`config.mk`:
```
export PLATFORM = sky130hd
export DESIGN_NAME = trgsd_top
export DESIGN_NICKNAME = d
export VERILOG_FILES = /design/src/core/trgsd_pkg.sv /design/src/core/trgsd_sync.sv /design/src/core/trgsd_axil.sv /design/src/core/trgsd_top.sv
export SDC_FILE = /design/constraint.sdc
export NUM_CORES = 1
export LEC_CHECK = 0
export BUFFER_PORTS_ARGS = -buffer_cell sky130_fd_sc_hd__buf_2
export CAP_MARGIN = 15
export CORE_UTILIZATION = 55
export DETAILED_ROUTE_END_ITERATION = 8
export PLACE_DENSITY_LB_ADDON = 0.1
export SYNTH_ARGS = -nofsm -noshare
export SYNTH_HDL_FRONTEND = slang
export SYNTH_SLANG_ARGS = --single-unit
```
`constraint.sdc`:
```
create_clock -name REF_CLK -period 17.9 [get_ports REF_CLK]
set_input_delay 3.58 -clock REF_CLK [delete_from_list [all_inputs] [get_ports REF_CLK]]
set_output_delay 3.58 -clock REF_CLK [all_outputs]
set_load 0.005 [all_outputs]
```
`src/core/trgsd_pkg.sv`:
```
// Overview of operation
// - direction high shifts stage contents from output one toward output 154.
// - direction low shifts stage contents from output 154 toward output one.
// - direction high makes forward pin input, reverse pin output; low swaps them.
// - the active input pin level is captured into the first stage on rising shift clock.
// - each later rising edge passes every active stage onward while the first stage captures.
// - last stage drives the output data pin, updated on the falling shift clock edge.
// - mode high gives 150 outputs, stages 76 to 79 bypassed and held off.
// - mode low gives all 154 outputs in one continuous chain.
// - active outputs form three interleaved groups; in 150 mode 80 restarts group one.
// - a high group blank forces its outputs off; low lets them follow their stage.
// - group blanks act on outputs without reference to the shift clock.
// - group membership depends only on output count mode, not direction.
package trgsd_pkg;
  localparam int          NUM_STAGES   = 154;
  localparam int          BYP_FIRST    = 75;   // zero-based index of output 76
  localparam int          BYP_LAST     = 78;   // zero-based index of output 79
  localparam int          RESUME_IDX   = 79;   // zero-based index of output 80
  localparam int          NUM_GROUPS   = 3;
  localparam int          SYNC_W       = 8;
  localparam int          ADDR_W       = 8;
  localparam logic [7:0]  REG_CTRL     = 8'h00;
  localparam logic [7:0]  REG_STATUS   = 8'h04;
  localparam int          CTRL_FLUSH   = 0;
  localparam int          ST_DIR       = 0;
  localparam int          ST_MODE      = 1;
  localparam int          ST_BLANK     = 2;
  localparam int          ST_CASCADE   = 5;
  localparam int          ST_SHCLK     = 6;
  localparam logic [1:0]  RESP_OKAY    = 2'h0;
  localparam logic [1:0]  RESP_SLVERR  = 2'h2;
  localparam logic [31:0] CTRL_RESET   = 32'h0000_0000;
endpackage

```
`src/core/trgsd_sync.sv`:
```
`timescale 1ns/1ps
`default_nettype none
module trgsd_sync
  import trgsd_pkg::*;
#(
  parameter int W = SYNC_W
)(
  input  wire logic         clk,
  input  wire logic         rst_n,
  input  wire logic [W-1:0] async_in,
  output logic      [W-1:0] level_q
);
  logic [W-1:0] s1_q;
  logic [W-1:0] s2_q;
  logic [W-1:0] s3_q;
  logic [W-1:0] level_d;

  genvar i;
  generate
    for (i = 0; i < W; i++)
    begin : g_bit
      // a change counts only once the second and third stages agree
      assign level_d[i] = (s2_q[i] == s3_q[i]) ? s3_q[i] : level_q[i];
    end
  endgenerate

  always_ff @(posedge clk or negedge rst_n)
  begin
    if (!rst_n)
    begin
      s1_q    <= '0;
      s2_q    <= '0;
      s3_q    <= '0;
      level_q <= '0;
    end
    else
    begin
      s1_q    <= async_in;
      s2_q    <= s1_q;
      s3_q    <= s2_q;
      level_q <= level_d;
    end
  end
endmodule
`default_nettype wire

```
`src/core/trgsd_axil.sv`:
```
`timescale 1ns/1ps
`default_nettype none
module trgsd_axil
  import trgsd_pkg::*;
(
  input  wire logic              clk,
  input  wire logic              rst_n,
  input  wire logic [ADDR_W-1:0] awaddr,
  input  wire logic              awvalid,
  output logic                   awready_q,
  input  wire logic [31:0]       wdata,
  input  wire logic [3:0]        wstrb,
  input  wire logic              wvalid,
  output logic                   wready_q,
  output logic [1:0]             bresp_q,
  output logic                   bvalid_q,
  input  wire logic              bready,
  input  wire logic [ADDR_W-1:0] araddr,
  input  wire logic              arvalid,
  output logic                   arready_q,
  output logic [31:0]            rdata_q,
  output logic [1:0]             rresp_q,
  output logic                   rvalid_q,
  input  wire logic              rready,
  input  wire logic [31:0]       status,
  output logic [31:0]            ctrl_q
);
  logic [ADDR_W-1:0] waddr_q;
  logic [31:0]       wdat_q;
  logic [3:0]        wstb_q;
  wire               aw_hs     = awvalid & awready_q;
  wire               w_hs      = wvalid & wready_q;
  wire               do_write  = ~awready_q & ~wready_q & ~bvalid_q;
  wire               wr_ctrl   = do_write & (waddr_q == REG_CTRL);
  wire               wr_status = do_write & (waddr_q == REG_STATUS);
  wire               ar_hs     = arvalid & arready_q;
  wire               rd_ctrl   = araddr == REG_CTRL;
  wire               rd_status = araddr == REG_STATUS;
  wire               rd_hit    = rd_ctrl | rd_status;
  wire [31:0]        rd_word   = rd_ctrl ? ctrl_q : (rd_status ? status : 32'h0000_0000);
  wire [31:0]        ctrl_d    = wr_ctrl ? ((ctrl_q & ~{{8{wstb_q[3]}}, {8{wstb_q[2]}}, {8{wstb_q[1]}}, {8{wstb_q[0]}}})
                                 | (wdat_q & {{8{wstb_q[3]}}, {8{wstb_q[2]}}, {8{wstb_q[1]}}, {8{wstb_q[0]}}}))
                                 : ctrl_q;

  // address and data are taken in either order; the answer follows both
  always_ff @(posedge clk or negedge rst_n)
  begin
    if (!rst_n)
    begin
      awready_q <= 1'b1;
      wready_q  <= 1'b1;
      bvalid_q  <= 1'b0;
      bresp_q   <= RESP_OKAY;
      waddr_q   <= '0;
      wdat_q    <= '0;
      wstb_q    <= '0;
      ctrl_q    <= CTRL_RESET;
    end
    else
    begin
      if (aw_hs)
      begin
        awready_q <= 1'b0;
        waddr_q   <= awaddr;
      end
      if (w_hs)
      begin
        wready_q <= 1'b0;
        wdat_q   <= wdata;
        wstb_q   <= wstrb;
      end
      if (do_write)
      begin
        bvalid_q <= 1'b1;
        // status is read-only, so a write there is answered as an error
        bresp_q  <= (wr_ctrl | wr_status) & ~wr_status ? RESP_OKAY : RESP_SLVERR;
      end
      if (bvalid_q & bready)
      begin
        bvalid_q  <= 1'b0;
        awready_q <= 1'b1;
        wready_q  <= 1'b1;
      end
      ctrl_q <= ctrl_d;
    end
  end

  always_ff @(posedge clk or negedge rst_n)
  begin
    if (!rst_n)
    begin
      arready_q <= 1'b1;
      rvalid_q  <= 1'b0;
      rdata_q   <= '0;
      rresp_q   <= RESP_OKAY;
    end
    else
    begin
      if (ar_hs)
      begin
        arready_q <= 1'b0;
        rvalid_q  <= 1'b1;
        rdata_q   <= rd_word;
        rresp_q   <= rd_hit ? RESP_OKAY : RESP_SLVERR;
      end
      if (rvalid_q & rready)
      begin
        rvalid_q  <= 1'b0;
        arready_q <= 1'b1;
      end
    end
  end
endmodule
`default_nettype wire

```
`src/core/trgsd_top.sv`:
```
`timescale 1ns/1ps
`default_nettype none
module trgsd_top
  import trgsd_pkg::*;
(
  input  wire logic                  REF_CLK,
  input  wire logic                  ARST_N,
  input  wire logic                  VERTICAL_SHIFT_CLOCK,
  input  wire logic                  SHIFT_DIRECTION,
  input  wire logic                  MODE_150,
  input  wire logic                  GROUP_ONE_BLANK,
  input  wire logic                  GROUP_TWO_BLANK,
  input  wire logic                  GROUP_THREE_BLANK,
  input  wire logic                  FORWARD_DATA_PORT_I,
  output logic                       FORWARD_DATA_PORT_O,
  output logic                       FORWARD_DATA_PORT_OE,
  input  wire logic                  REVERSE_DATA_PORT_I,
  output logic                       REVERSE_DATA_PORT_O,
  output logic                       REVERSE_DATA_PORT_OE,
  output logic [NUM_STAGES-1:0]      ROW_GATE_OUTPUTS,
  input  wire logic [ADDR_W-1:0]     S_AXI_AWADDR,
  input  wire logic                  S_AXI_AWVALID,
  output logic                       S_AXI_AWREADY,
  input  wire logic [31:0]           S_AXI_WDATA,
  input  wire logic [3:0]            S_AXI_WSTRB,
  input  wire logic                  S_AXI_WVALID,
  output logic                       S_AXI_WREADY,
  output logic [1:0]                 S_AXI_BRESP,
  output logic                       S_AXI_BVALID,
  input  wire logic                  S_AXI_BREADY,
  input  wire logic [ADDR_W-1:0]     S_AXI_ARADDR,
  input  wire logic                  S_AXI_ARVALID,
  output logic                       S_AXI_ARREADY,
  output logic [31:0]                S_AXI_RDATA,
  output logic [1:0]                 S_AXI_RRESP,
  output logic                       S_AXI_RVALID,
  input  wire logic                  S_AXI_RREADY
);
  logic                  rst_meta_q;
  logic                  rst_n_q;
  logic [SYNC_W-1:0]     pin_lvl;
  logic                  shclk_prev_q;
  logic [NUM_STAGES-1:0] chain_q;
  logic [NUM_STAGES-1:0] chain_d;
  logic [NUM_STAGES-1:0] row_d;
  logic                  cascade_q;
  logic [31:0]           ctrl;

  always_ff @(posedge REF_CLK or negedge ARST_N)
  begin
    if (!ARST_N)
    begin
      rst_meta_q <= 1'b0;
      rst_n_q    <= 1'b0;
    end
    else
    begin
      rst_meta_q <= 1'b1;
      rst_n_q    <= rst_meta_q;
    end
  end

  // every pin passes the same depth, so data keeps its setup against the clock edge
  trgsd_sync #(.W(SYNC_W)) u_sync (
    .clk      (REF_CLK),
    .rst_n    (rst_n_q),
    .async_in ({REVERSE_DATA_PORT_I, FORWARD_DATA_PORT_I, GROUP_THREE_BLANK, GROUP_TWO_BLANK,
                GROUP_ONE_BLANK, MODE_150, SHIFT_DIRECTION, VERTICAL_SHIFT_CLOCK}),
    .level_q  (pin_lvl)
  );

  wire       shclk    = pin_lvl[0];
  wire       dir_up   = pin_lvl[1];
  wire       mode150  = pin_lvl[2];
  wire [2:0] blank    = pin_lvl[5:3];
  wire       fwd_in   = pin_lvl[6];
  wire       rev_in   = pin_lvl[7];
  wire       sh_rise  = shclk & ~shclk_prev_q;
  wire       sh_fall  = ~shclk & shclk_prev_q;
  wire       flush    = ctrl[CTRL_FLUSH];
  wire       in_bit   = dir_up ? fwd_in : rev_in;
  // in 150 mode the bypassed stages stay at zero, so the last stage is unchanged
  wire       last_bit = dir_up ? chain_q[NUM_STAGES-1] : chain_q[0];

  genvar i;
  generate
    for (i = 0; i < NUM_STAGES; i++)
    begin : g_stage
      localparam int GRP_154 = i % NUM_GROUPS;
      // bypassed stages keep their 154 group here; byp masks them in 150 mode
      localparam int GRP_150 = (i < RESUME_IDX) ? (i % NUM_GROUPS) :
                               ((i - RESUME_IDX) % NUM_GROUPS);
      localparam bit IS_BYP = (i >= BYP_FIRST) && (i <= BYP_LAST);
      wire byp = mode150 & IS_BYP;
      wire grp_off = mode150 ? blank[GRP_150] : blank[GRP_154];
      wire up_src;
      wire dn_src;
      if (i == 0)
      begin : g_first
        assign up_src = in_bit;
      end
      else if (i == RESUME_IDX)
      begin : g_resume
        assign up_src = mode150 ? chain_q[BYP_FIRST-1] : chain_q[i-1];
      end
      else
      begin : g_up
        assign up_src = chain_q[i-1];
      end
      if (i == NUM_STAGES-1)
      begin : g_top
        assign dn_src = in_bit;
      end
      else if (i == BYP_FIRST-1)
      begin : g_skip
        assign dn_src = mode150 ? chain_q[RESUME_IDX] : chain_q[i+1];
      end
      else
      begin : g_dn
        assign dn_src = chain_q[i+1];
      end
      assign chain_d[i] = (flush | byp) ? 1'b0 :
                          (sh_rise ? (dir_up ? up_src : dn_src) : chain_q[i]);
      // blanks are sampled on the system clock only, never gated by the shift clock
      assign row_d[i] = chain_q[i] & ~byp & ~grp_off;
    end
  endgenerate

  always_ff @(posedge REF_CLK or negedge rst_n_q)
  begin
    if (!rst_n_q)
    begin
      shclk_prev_q         <= 1'b0;
      chain_q              <= '0;
      cascade_q            <= 1'b0;
      ROW_GATE_OUTPUTS     <= '0;
      FORWARD_DATA_PORT_OE <= 1'b0;
      REVERSE_DATA_PORT_OE <= 1'b0;
    end
    else
    begin
      shclk_prev_q         <= shclk;
      chain_q              <= chain_d;
      ROW_GATE_OUTPUTS     <= row_d;
      FORWARD_DATA_PORT_OE <= ~dir_up;
      REVERSE_DATA_PORT_OE <= dir_up;
      if (sh_fall)
      begin
        cascade_q <= last_bit;
      end
    end
  end

  assign FORWARD_DATA_PORT_O = cascade_q;
  assign REVERSE_DATA_PORT_O = cascade_q;

  trgsd_axil u_axil (
    .clk       (REF_CLK),
    .rst_n     (rst_n_q),
    .awaddr    (S_AXI_AWADDR),
    .awvalid   (S_AXI_AWVALID),
    .awready_q (S_AXI_AWREADY),
    .wdata     (S_AXI_WDATA),
    .wstrb     (S_AXI_WSTRB),
    .wvalid    (S_AXI_WVALID),
    .wready_q  (S_AXI_WREADY),
    .bresp_q   (S_AXI_BRESP),
    .bvalid_q  (S_AXI_BVALID),
    .bready    (S_AXI_BREADY),
    .araddr    (S_AXI_ARADDR),
    .arvalid   (S_AXI_ARVALID),
    .arready_q (S_AXI_ARREADY),
    .rdata_q   (S_AXI_RDATA),
    .rresp_q   (S_AXI_RRESP),
    .rvalid_q  (S_AXI_RVALID),
    .rready    (S_AXI_RREADY),
    .status    ({25'h0, shclk, cascade_q, blank, mode150, dir_up}),
    .ctrl_q    (ctrl)
  );
endmodule
`default_nettype wire

```
==> metrics, run 1 <==
CTS tree yes; top_reg_cell synth dfrtp_1; worst endpoint data arrival time 1.22 ns; IO Port Bufs 263; Slowest-stage cell, CP dfstp_2; hold_ws 0.347 ns; Post-synth top cells dfrtp_1 (458), mux2i_1 (166), o2bb2ai_1 (152), nor2b_1 (77), mux2_2 (76); number of synthesized register bits 461; mux cell area share after synthesis 0.144; Final Hold Fails 0; WL final 34600 um; Setup Fix Bufs, Post-CTS 0; Die ar. 32400 um^2; PostCTS Resize Cnt 0; Register-to-Register Path Depth 3; initial antenna violation count 2; Core Box Area 30900 um^2; number of global-route vias before repair 10516; Hold Path Stages 0; CP Cell Sequence buf_2; NumNets Final 1500; compound-cell area share of the yosys netlist 0.0962; DRC viols 0; max incr delay on CP 0.58 ns; kind of critical path reg -> out; cell area after placement 19100 um^2; CP Capture Type output port; leakage power 10.5 nW; clock root buffer clkbuf_16; Clock Skew 0.0216 ns; CTS Buf Count 45; Post-Synth XOR/XNOR Area 0; DP Cell Count 1781; Highest Clock Rate 208 MHz; Worst Hold End u_sync.s2_q[7]; largest net degree at the start of global routing 107; vias per cell 5.47; Die Height 180 um; maximum root-to-sink buffer count 3; Total GRT Usage 0.218; Req. time, crit path 14.32 ns; mapped cell area 17400 um^2; r2r endpoint ROW_GATE_OUTPUTS[44]; Yosys warning total 0; Cell Rows 64; area leader, netlist dfrtp_1; Worst Setup Start Kind flop; RSZ-0062 raised after global routing no; DP HPWL 21000 um; fin crit period 4.80 ns; Worst-Margin Slew 1.14 ns; Max Cap Viol 0; ys async rst share 1.00; Worst IR Drop VDD 0.101 mV; Clock Pin Slew Worst Setup and Hold Paths 0.06 ns; top-area cell type share of the netlist area 0.657; setup TNS 0 ns; drt wl/cell 18.5 um; sequential element share of the synthesized area 0.662; drt first pass iters 4; Antenna Nets Post-Route 0; worst-path fanout max 4; WP buf/inv 1; synth top area cells dfrtp_1 (66%), mux2i_1 (9.5%), o2bb2ai_1 (7.6%); worst r2r src rst_n_q; Avg Cell Area, Syn 14.8 um^2; Tcrit/Tclk final 0.268; Slew HR 0.239; Top delay family on crit path flip-flops; grt ovf 0; Sink Count 461; top-count cell post-synth dfrtp_1; min-delay src u_sync.s1_q[7]; hold crit path type reg -> reg; first-pass GRT wire length 57200 um; area growth from synthesis to layout 18.4%; Post-Synth Simple-Gate Area 0.0723; Post-CTS Hold Fix Bufs 0; r2r setup slk 14.41 ns; Initial Util 0.564; PnR Total Power 2.46 mW; final instance area 20600 um^2; main combinational cell family by area after synthesis multiplexers; EDFF count, synth 0; fin cells 1867; Top-Level Pins 266; Cell variety after synth 34; Final Setup Violations 0; Clock H-tree levels 2; die width 180 um; status complete, no violations; routability cong. 0.763; PD cells 119 nW/um^2; adder-cell area share of the yosys netlist 0.00459; Final Max Tran Viols 0; initial detailed-routing violation count 664; worst skew pair latency 0.54 ns; Vias 10217; layout cells sized above 1 0.324; Cells after Synth 1182
## power breakdown
| part | total, mW | internal, mW | switching, mW |
|---|---|---|---|
| clock | 0.949 | 0.564 | 0.385 |
| sequential | 1.23 | 1.15 | 0.0827 |
| combinational | 0.280 | 0.129 | 0.152 |
## area by class of cell
type | count | area (um^2)
diodes | 2 | 5.00
inverters | 6 | 22.5
repair buffers | 282 | 1480
well taps | 396 | 495
fillers | 2344 | 10300
clock buffers | 63 | 1330
flip-flops and latches | 461 | 11500
multi-input cells | 637 | 5570
clock inverters | 20 | 185
## flip-flops by register name, summed over array words and instances (netlist names), named ones only
| signal | count |
|---|---|
| u_axil.awready_q | 1 |
| u_axil.rvalid_q | 1 |
| u_sync.s3_q | 8 |
| rst_n_q | 1 |
| u_axil.bvalid_q | 1 |
| u_axil.rresp_q | 1 |
| FORWARD_DATA_PORT_OE | 1 |
| u_axil.wstb_q | 4 |
| u_sync.s1_q | 8 |
| u_axil.wdat_q | 32 |
| FORWARD_DATA_PORT_O | 1 |
| u_sync.s2_q | 8 |
| shclk_prev_q | 1 |
| REVERSE_DATA_PORT_OE | 1 |
| u_axil.arready_q | 1 |
| rst_meta_q | 1 |
| u_axil.bresp_q | 1 |
| chain_q | 154 |
| u_axil.waddr_q | 8 |
| u_axil.wready_q | 1 |
| u_sync.level_q | 8 |
| u_axil.rdata_q | 32 |
| ROW_GATE_OUTPUTS | 154 |
## per-stage QoR
stage | util | setup slack, ns
6_report | 0.668 | 13.10
5_1_grt | 0.668 | 13.05
4_1_cts | 0.667 | 13.08
3_5_place_dp | 0.618 | 12.78
3_3_place_gp | 0.618 | 12.83
2_1_floorplan | - | 4.10
## routing by layer
metal,share of wire,global-route usage,vias up
met5,0.00029,0,-
met4,0.019,0.0554,2
met3,0.058,0.0546,58
met2,0.47,0.344,233
met1,0.45,0.307,5197
li1,-,-,4727
## cells by family after synthesis
| family | Yosys count |
|---|---|
| adders and majority gates | 8 |
| DFF | 461 |
| muxes | 242 |
| buffers and inverters | 85 |
| and+or+nand+nor | 189 |
| AOI/OAI and AO/OA | 195 |
| other | 2 |
## worst max path at each step
stage                     start                   to  cells after the start
2_1_floorplan           rst_n_q  FORWARD_DATA_PORT_O                      0
3_3_place_gp      S_AXI_ARVALID    u_axil.rresp_q[1]                      4
3_5_place_dp      S_AXI_ARVALID    u_axil.rdata_q[0]                      4
4_1_cts         u_axil.wready_q         S_AXI_WREADY                      1
5_1_grt        u_axil.awready_q        S_AXI_AWREADY                      1
6_report        u_axil.wready_q         S_AXI_WREADY                      1
## layout by cell type (no fill, tap or decap), types with 8 or more instances in the layout
cell and instances:
a22o_2 19, dfrtp_1 456, maj3_1 8, clkbuf_16 45
nor2b_1 77, o2bb2ai_1 152, buf_4 18, clkbuf_8 14
mux2_2 76, a22o_1 8, and2_1 75, nand2_1 14
mux2i_1 163, o21ai_0 10, clkinv_2 14, buf_2 263
No activity file was read; power rests on OpenSTA's default activity.
==> run 2: changes to the inputs <==
- clock period: 17.9 -> 4.81 ns (I/O delays scaled with it)
==> run 2 against run 1 <==
Core utilization is essentially flat. Via count decreased by 0.15%. Total power rose to 3.7 times the previous value. Final area barely moved. Die area stayed put. Sequential power grew to 3.7 times the previous value. Largest cell class unchanged. Highest routed layer unchanged.
==> metrics, run 2 (same netlist as run 1, synthesis figures left out) <==
Antenna Nets Post-Route 0; Die Height 180 um; CTS tree yes; drt first pass iters 4; Initial Util 0.564; Final Setup Violations 0; WL final 34400 um; vias per cell 5.47; Clock H-tree levels 2; setup TNS 0 ns; final instance area 20700 um^2; NumNets Final 1502; layout cells sized above 1 0.318; r2r endpoint chain_q[79]; largest net degree at the start of global routing 125; first-pass GRT wire length 57000 um; CTS Buf Count 47; number of global-route vias before repair 10450; Final Hold Fails 0; clock root buffer clkbuf_16; Worst IR Drop VDD 0.356 mV; Tcrit/Tclk final 0.581; leakage power 10.5 nW; PostCTS Resize Cnt 0; drt wl/cell 18.5 um; RSZ-0062 raised after global routing no; Setup Fix Bufs, Post-CTS 0; Die ar. 32400 um^2; initial detailed-routing violation count 634; Psw 2.27 mW; Clock Pin Slew Worst Setup and Hold Paths 0.06 ns; sequential share of power 0.501; Top-Level Pins 266; total internal power 6.85 mW; Total GRT Usage 0.217; Cell Rows 64; DP HPWL 21000 um; worst endpoint data arrival time 3.26 ns; IO Port Bufs 263; worst-path fanout max 88; maximum root-to-sink buffer count 3; PD cells 442 nW/um^2; Max Cap Viol 0; Highest Clock Rate 358 MHz; hold crit path type in -> async; CP Capture Type flop; Largest regs ROW_GATE_OUTPUTS (154), chain_q (154); DRC viols 0; Sink Count 461; Post-CTS Hold Fix Bufs 0; worst r2r src u_sync.level_q[0]; Req. time, crit path 5.28 ns; die width 180 um; commonest non-fill, non-tap cell in the layout dfrtp_1; Final Max Tran Viols 0; routability cong. 0.760; most frequent cells in the layout dfrtp_1 (456), buf_2 (263), mux2i_1 (163); cell area after placement 19100 um^2; Worst-Margin Slew 1.12 ns; r2r setup slk 2.02 ns; Worst Setup Start Kind flop; grt ovf 0; worst skew pair latency 0.54 ns; kind of critical path reg -> reg; Core Box Area 30900 um^2; area growth from synthesis to layout 18.4%; Clock Skew 0.00979 ns; Vias 10202; Switching Share 0.249; Register-to-Register Path Depth 5; combinational power share 0.113; fin crit period 2.79 ns; initial antenna violation count 5; status complete, no violations; share of total power in the clock network 0.386; Slew HR 0.256
## run 2: changes by cell type in the layout (fill, tap and decap cells not counted), moves of 2 or more
cell and change:
buf_12 +3, clkbuf_16 +4, inv_6 -2, buf_4 -2
clkinv_2 -5, clkbuf_1 +7, clkbuf_8 -4
## run 2: worst max-delay path: stages (launching register included)
cell and delay, ns:
dfrtp_1 0.42, nor2b_1 0.23, nor2_4 0.38, buf_4 0.54
buf_4 0.83, a22o_1 0.26
## run 2: per-layer routing
metal	vias to the layer above	global-route usage	wire, um
met3	46	0.0578	2300
li1	4720	-	-
met1	5187	0.309	15700
met4	4	0.0458	471
met5	-	0	27
met2	245	0.340	15900
## run 2: stage by stage
step                      utilization  hold WS [ns]  power (mW)  instances  setup slack, ns
final                           0.668         0.196        9.12       1865             2.02
after global routing            0.668         0.180        9.54       1864             1.86
after CTS                       0.668         0.182        9.22       1863             2.07
after detailed placement        0.619         0.336        5.69       1782             2.09
after global placement          0.619         0.333        5.65       1782             2.12
after floorplan                     -         0.331        5.33       1183            0.305
## run 2: worst max path at each step
stage | from | cells past startpoint | to
5_1_grt | u_sync.level_q[0] | 5 | chain_q[79]
3_3_place_gp | u_sync.level_q[0] | 5 | chain_q[79]
2_1_floorplan | rst_n_q | 0 | FORWARD_DATA_PORT_O
4_1_cts | u_sync.level_q[0] | 5 | chain_q[79]
6_report | u_sync.level_q[0] | 5 | chain_q[79]
3_5_place_dp | u_sync.level_q[0] | 5 | chain_q[79]
## run 2: final cells by class
class | instances | area (um^2)
flip-flops and latches | 461 | 11500
inverters | 6 | 22.5
clock buffers | 70 | 1410
well taps | 396 | 495
multi-input cells | 637 | 5570
diodes | 2 | 5.00
fillers | 2284 | 10300
repair buffers | 282 | 1500
clock inverters | 11 | 105
## run 2: power by group through the flow
stage          sequential, mW  clock, mW  combinational (mW)
2_1_floorplan            4.58          0               0.744
6_report                 4.57       3.52                1.03
5_1_grt                  4.62       3.78                1.14
3_5_place_dp             4.65          0                1.04
3_3_place_gp             4.63          0                1.02
4_1_cts                  4.58       3.60                1.04
==> run 3: changes to the inputs <==
- clock period: 4.81 -> 2.9 ns (I/O delays scaled with it)
==> run 3 against run 2 <==
Core utilization increased by 0.81 points. Via count is 0.97% higher. Fmax grew 38%. Total power increased by 69%. Sequential share of layout area is 0.67 points lower. Hold slack got worse by 0.055 ns. Critical path depth fell by 1. Global-route usage is 0.51 points higher. Register-to-register slack worse by 1.1 ns. Final area is 1.2% higher. Non-clock buffer count is 14 higher. Worst setup slack got worse by 1.1 ns.
==> metrics, run 3 (same netlist as run 1, synthesis figures left out) <==
fin cells 1884; routability cong. 0.747; Vias 10301; DP Cell Count 1795; worst endpoint data arrival time 2.39 ns; pre-CTS setup slack 0.780 ns; Core Box Area 30900 um^2; WP buf/inv 1; CTS Buf Count 45; Worst Setup Start Kind flop; initial antenna violation count 7; fin crit period 2.02 ns; fin worst setup slack 0.882 ns; area growth from synthesis to layout 19.9%; worst-path fanout max 103; Clock Pin Slew Worst Setup and Hold Paths 0.06 ns; Total GRT Usage 0.223; number of global-route vias before repair 10591; Antenna Nets Post-Route 0; Slew HR 0.235; maximum root-to-sink buffer count 3; drt wl/cell 18.7 um; status complete, no violations; Tcrit/Tclk final 0.696; Setup Fix Bufs, Post-CTS 0; kind of critical path reg -> reg; Worst IR Drop VDD 0.598 mV; Die ar. 32400 um^2; RSZ-0062 raised after global routing no; leakage power 10.6 nW; largest net degree at the start of global routing 104; layout cells sized above 1 0.330; Worst-Margin Slew 1.15 ns; Die Height 180 um; Clock Skew 0.0239 ns; first-pass GRT wire length 57900 um; Top-Level Pins 266; Max Cap Viol 0; Clock H-tree levels 2; worst skew pair latency 0.55 ns; PostCTS Resize Cnt 0; IO Port Bufs 263; Sink Count 461; grt ovf 0; CP Capture Type flop; DP HPWL 21700 um; PD cells 736 nW/um^2; max incr delay on CP 0.78 ns; WL final 35100 um; setup TNS 0 ns; Req. time, crit path 3.27 ns; Cell Rows 64; hold_ws 0.140 ns; Slowest-stage cell, CP buf_4; die width 180 um; drt first pass iters 4; Initial Util 0.564; Top delay family on crit path buffers and inverters; DRC viols 0; final instance area 20900 um^2; clock root buffer clkbuf_16; NumNets Final 1514; CTS tree yes; Final Max Tran Viols 0; r2r setup slk 0.88 ns; hold crit path type in -> reg; initial detailed-routing violation count 619; Largest regs ROW_GATE_OUTPUTS (154), chain_q (154); most frequent cells in the layout dfrtp_1 (456), buf_2 (263), mux2i_1 (163); Final Setup Violations 0; Final Hold Fails 0; CP Cell Sequence nor2b_1 -> nand2b_4 -> buf_4 -> o2bb2ai_1; vias per cell 5.47; commonest non-fill, non-tap cell in the layout dfrtp_1; cell area after placement 19300 um^2; Highest Clock Rate 496 MHz
==> run 3: cell count changes in the layout (fill, tap and decap cells not counted) <==
cell / previous run / this run
clkbuf_1: 11 / 4
bufinv_16: 2 / 4
clkbuf_16: 49 / 47
buf_4: 16 / 23
clkinv_2: 9 / 13
clkinv_4: 0 / 1
diode_2: 2 / 4
clkinvlp_4: 0 / 2
dlygate4sd3_1: 0 / 1
buf_12: 3 / 9
clkbuf_8: 10 / 12
inv_6: 0 / 1
==> run 3: per-stage QoR <==
| step | util | power, mW |
|---|---|---|
| final | 0.676 | 15.4 |
| after detailed placement | 0.625 | 9.46 |
| after floorplan | - | 8.83 |
| after CTS | 0.676 | 15.5 |
| after global routing | 0.676 | 16.0 |
| after global placement | 0.625 | 9.39 |
==> run 3: path summary, 6_finish.rpt <==
| check | start | to | depth (start not counted) |
|---|---|---|---|
| worst max-delay path | u_sync.level_q[0] | chain_q[0] | 4 |
| max in group asynchronous | rst_n_q | u_sync.level_q[1] | 1 |
| worst min register to register | u_sync.s1_q[5] | u_sync.s2_q[5] | 0 |
| min in group asynchronous | ARST_N | rst_meta_q | 2 |
| worst max register to register | u_sync.level_q[0] | chain_q[0] | 4 |
| worst min-delay path | REVERSE_DATA_PORT_I | u_sync.s1_q[7] | 1 |
==> run 3: repair_timing <==
item | 4_1_cts | 5_1_grt
endpoints found under the setup margin | 0 | 0
endpoints found under the hold margin | 2 | 0
hold buffers | 1 | 0
==> run 3: where the power goes <==
part | internal [mW] | switching (mW) | total [mW]
Sequential | 7.07 | 0.505 | 7.58
Clock | 3.63 | 2.43 | 6.06
Combinational | 0.818 | 0.924 | 1.74
Total | 11.5 | 3.86 | 15.4
==> run 3: routing by layer <==
layer | global-route usage | routed length (um) | vias to the layer above
met2 | 0.343 | 16300 | 262
li1 | - | - | 4759
met3 | 0.0622 | 2360 | 69
met4 | 0.0643 | 813 | 4
met1 | 0.311 | 15700 | 5207
met5 | 0 | 31 | -
==> run 3: layout make-up <==
type                       count  area [um^2]
antenna                        4         10.0
clock buffer                  63         1360
clock inverter                21          218
fill                        2277        10000
inverter                       6         22.5
multi-input combinational    637         5570
sequential                   461        11500
tap                          396          495
timing repair buffer         296         1680
==> run 3: worst register-to-register path, cell delays in order (launching register included) <==
cell and delay [ns]:
dfrtp_1 0.42, nor2b_1 0.23, nand2b_4 0.10, buf_4 0.78
o2bb2ai_1 0.32
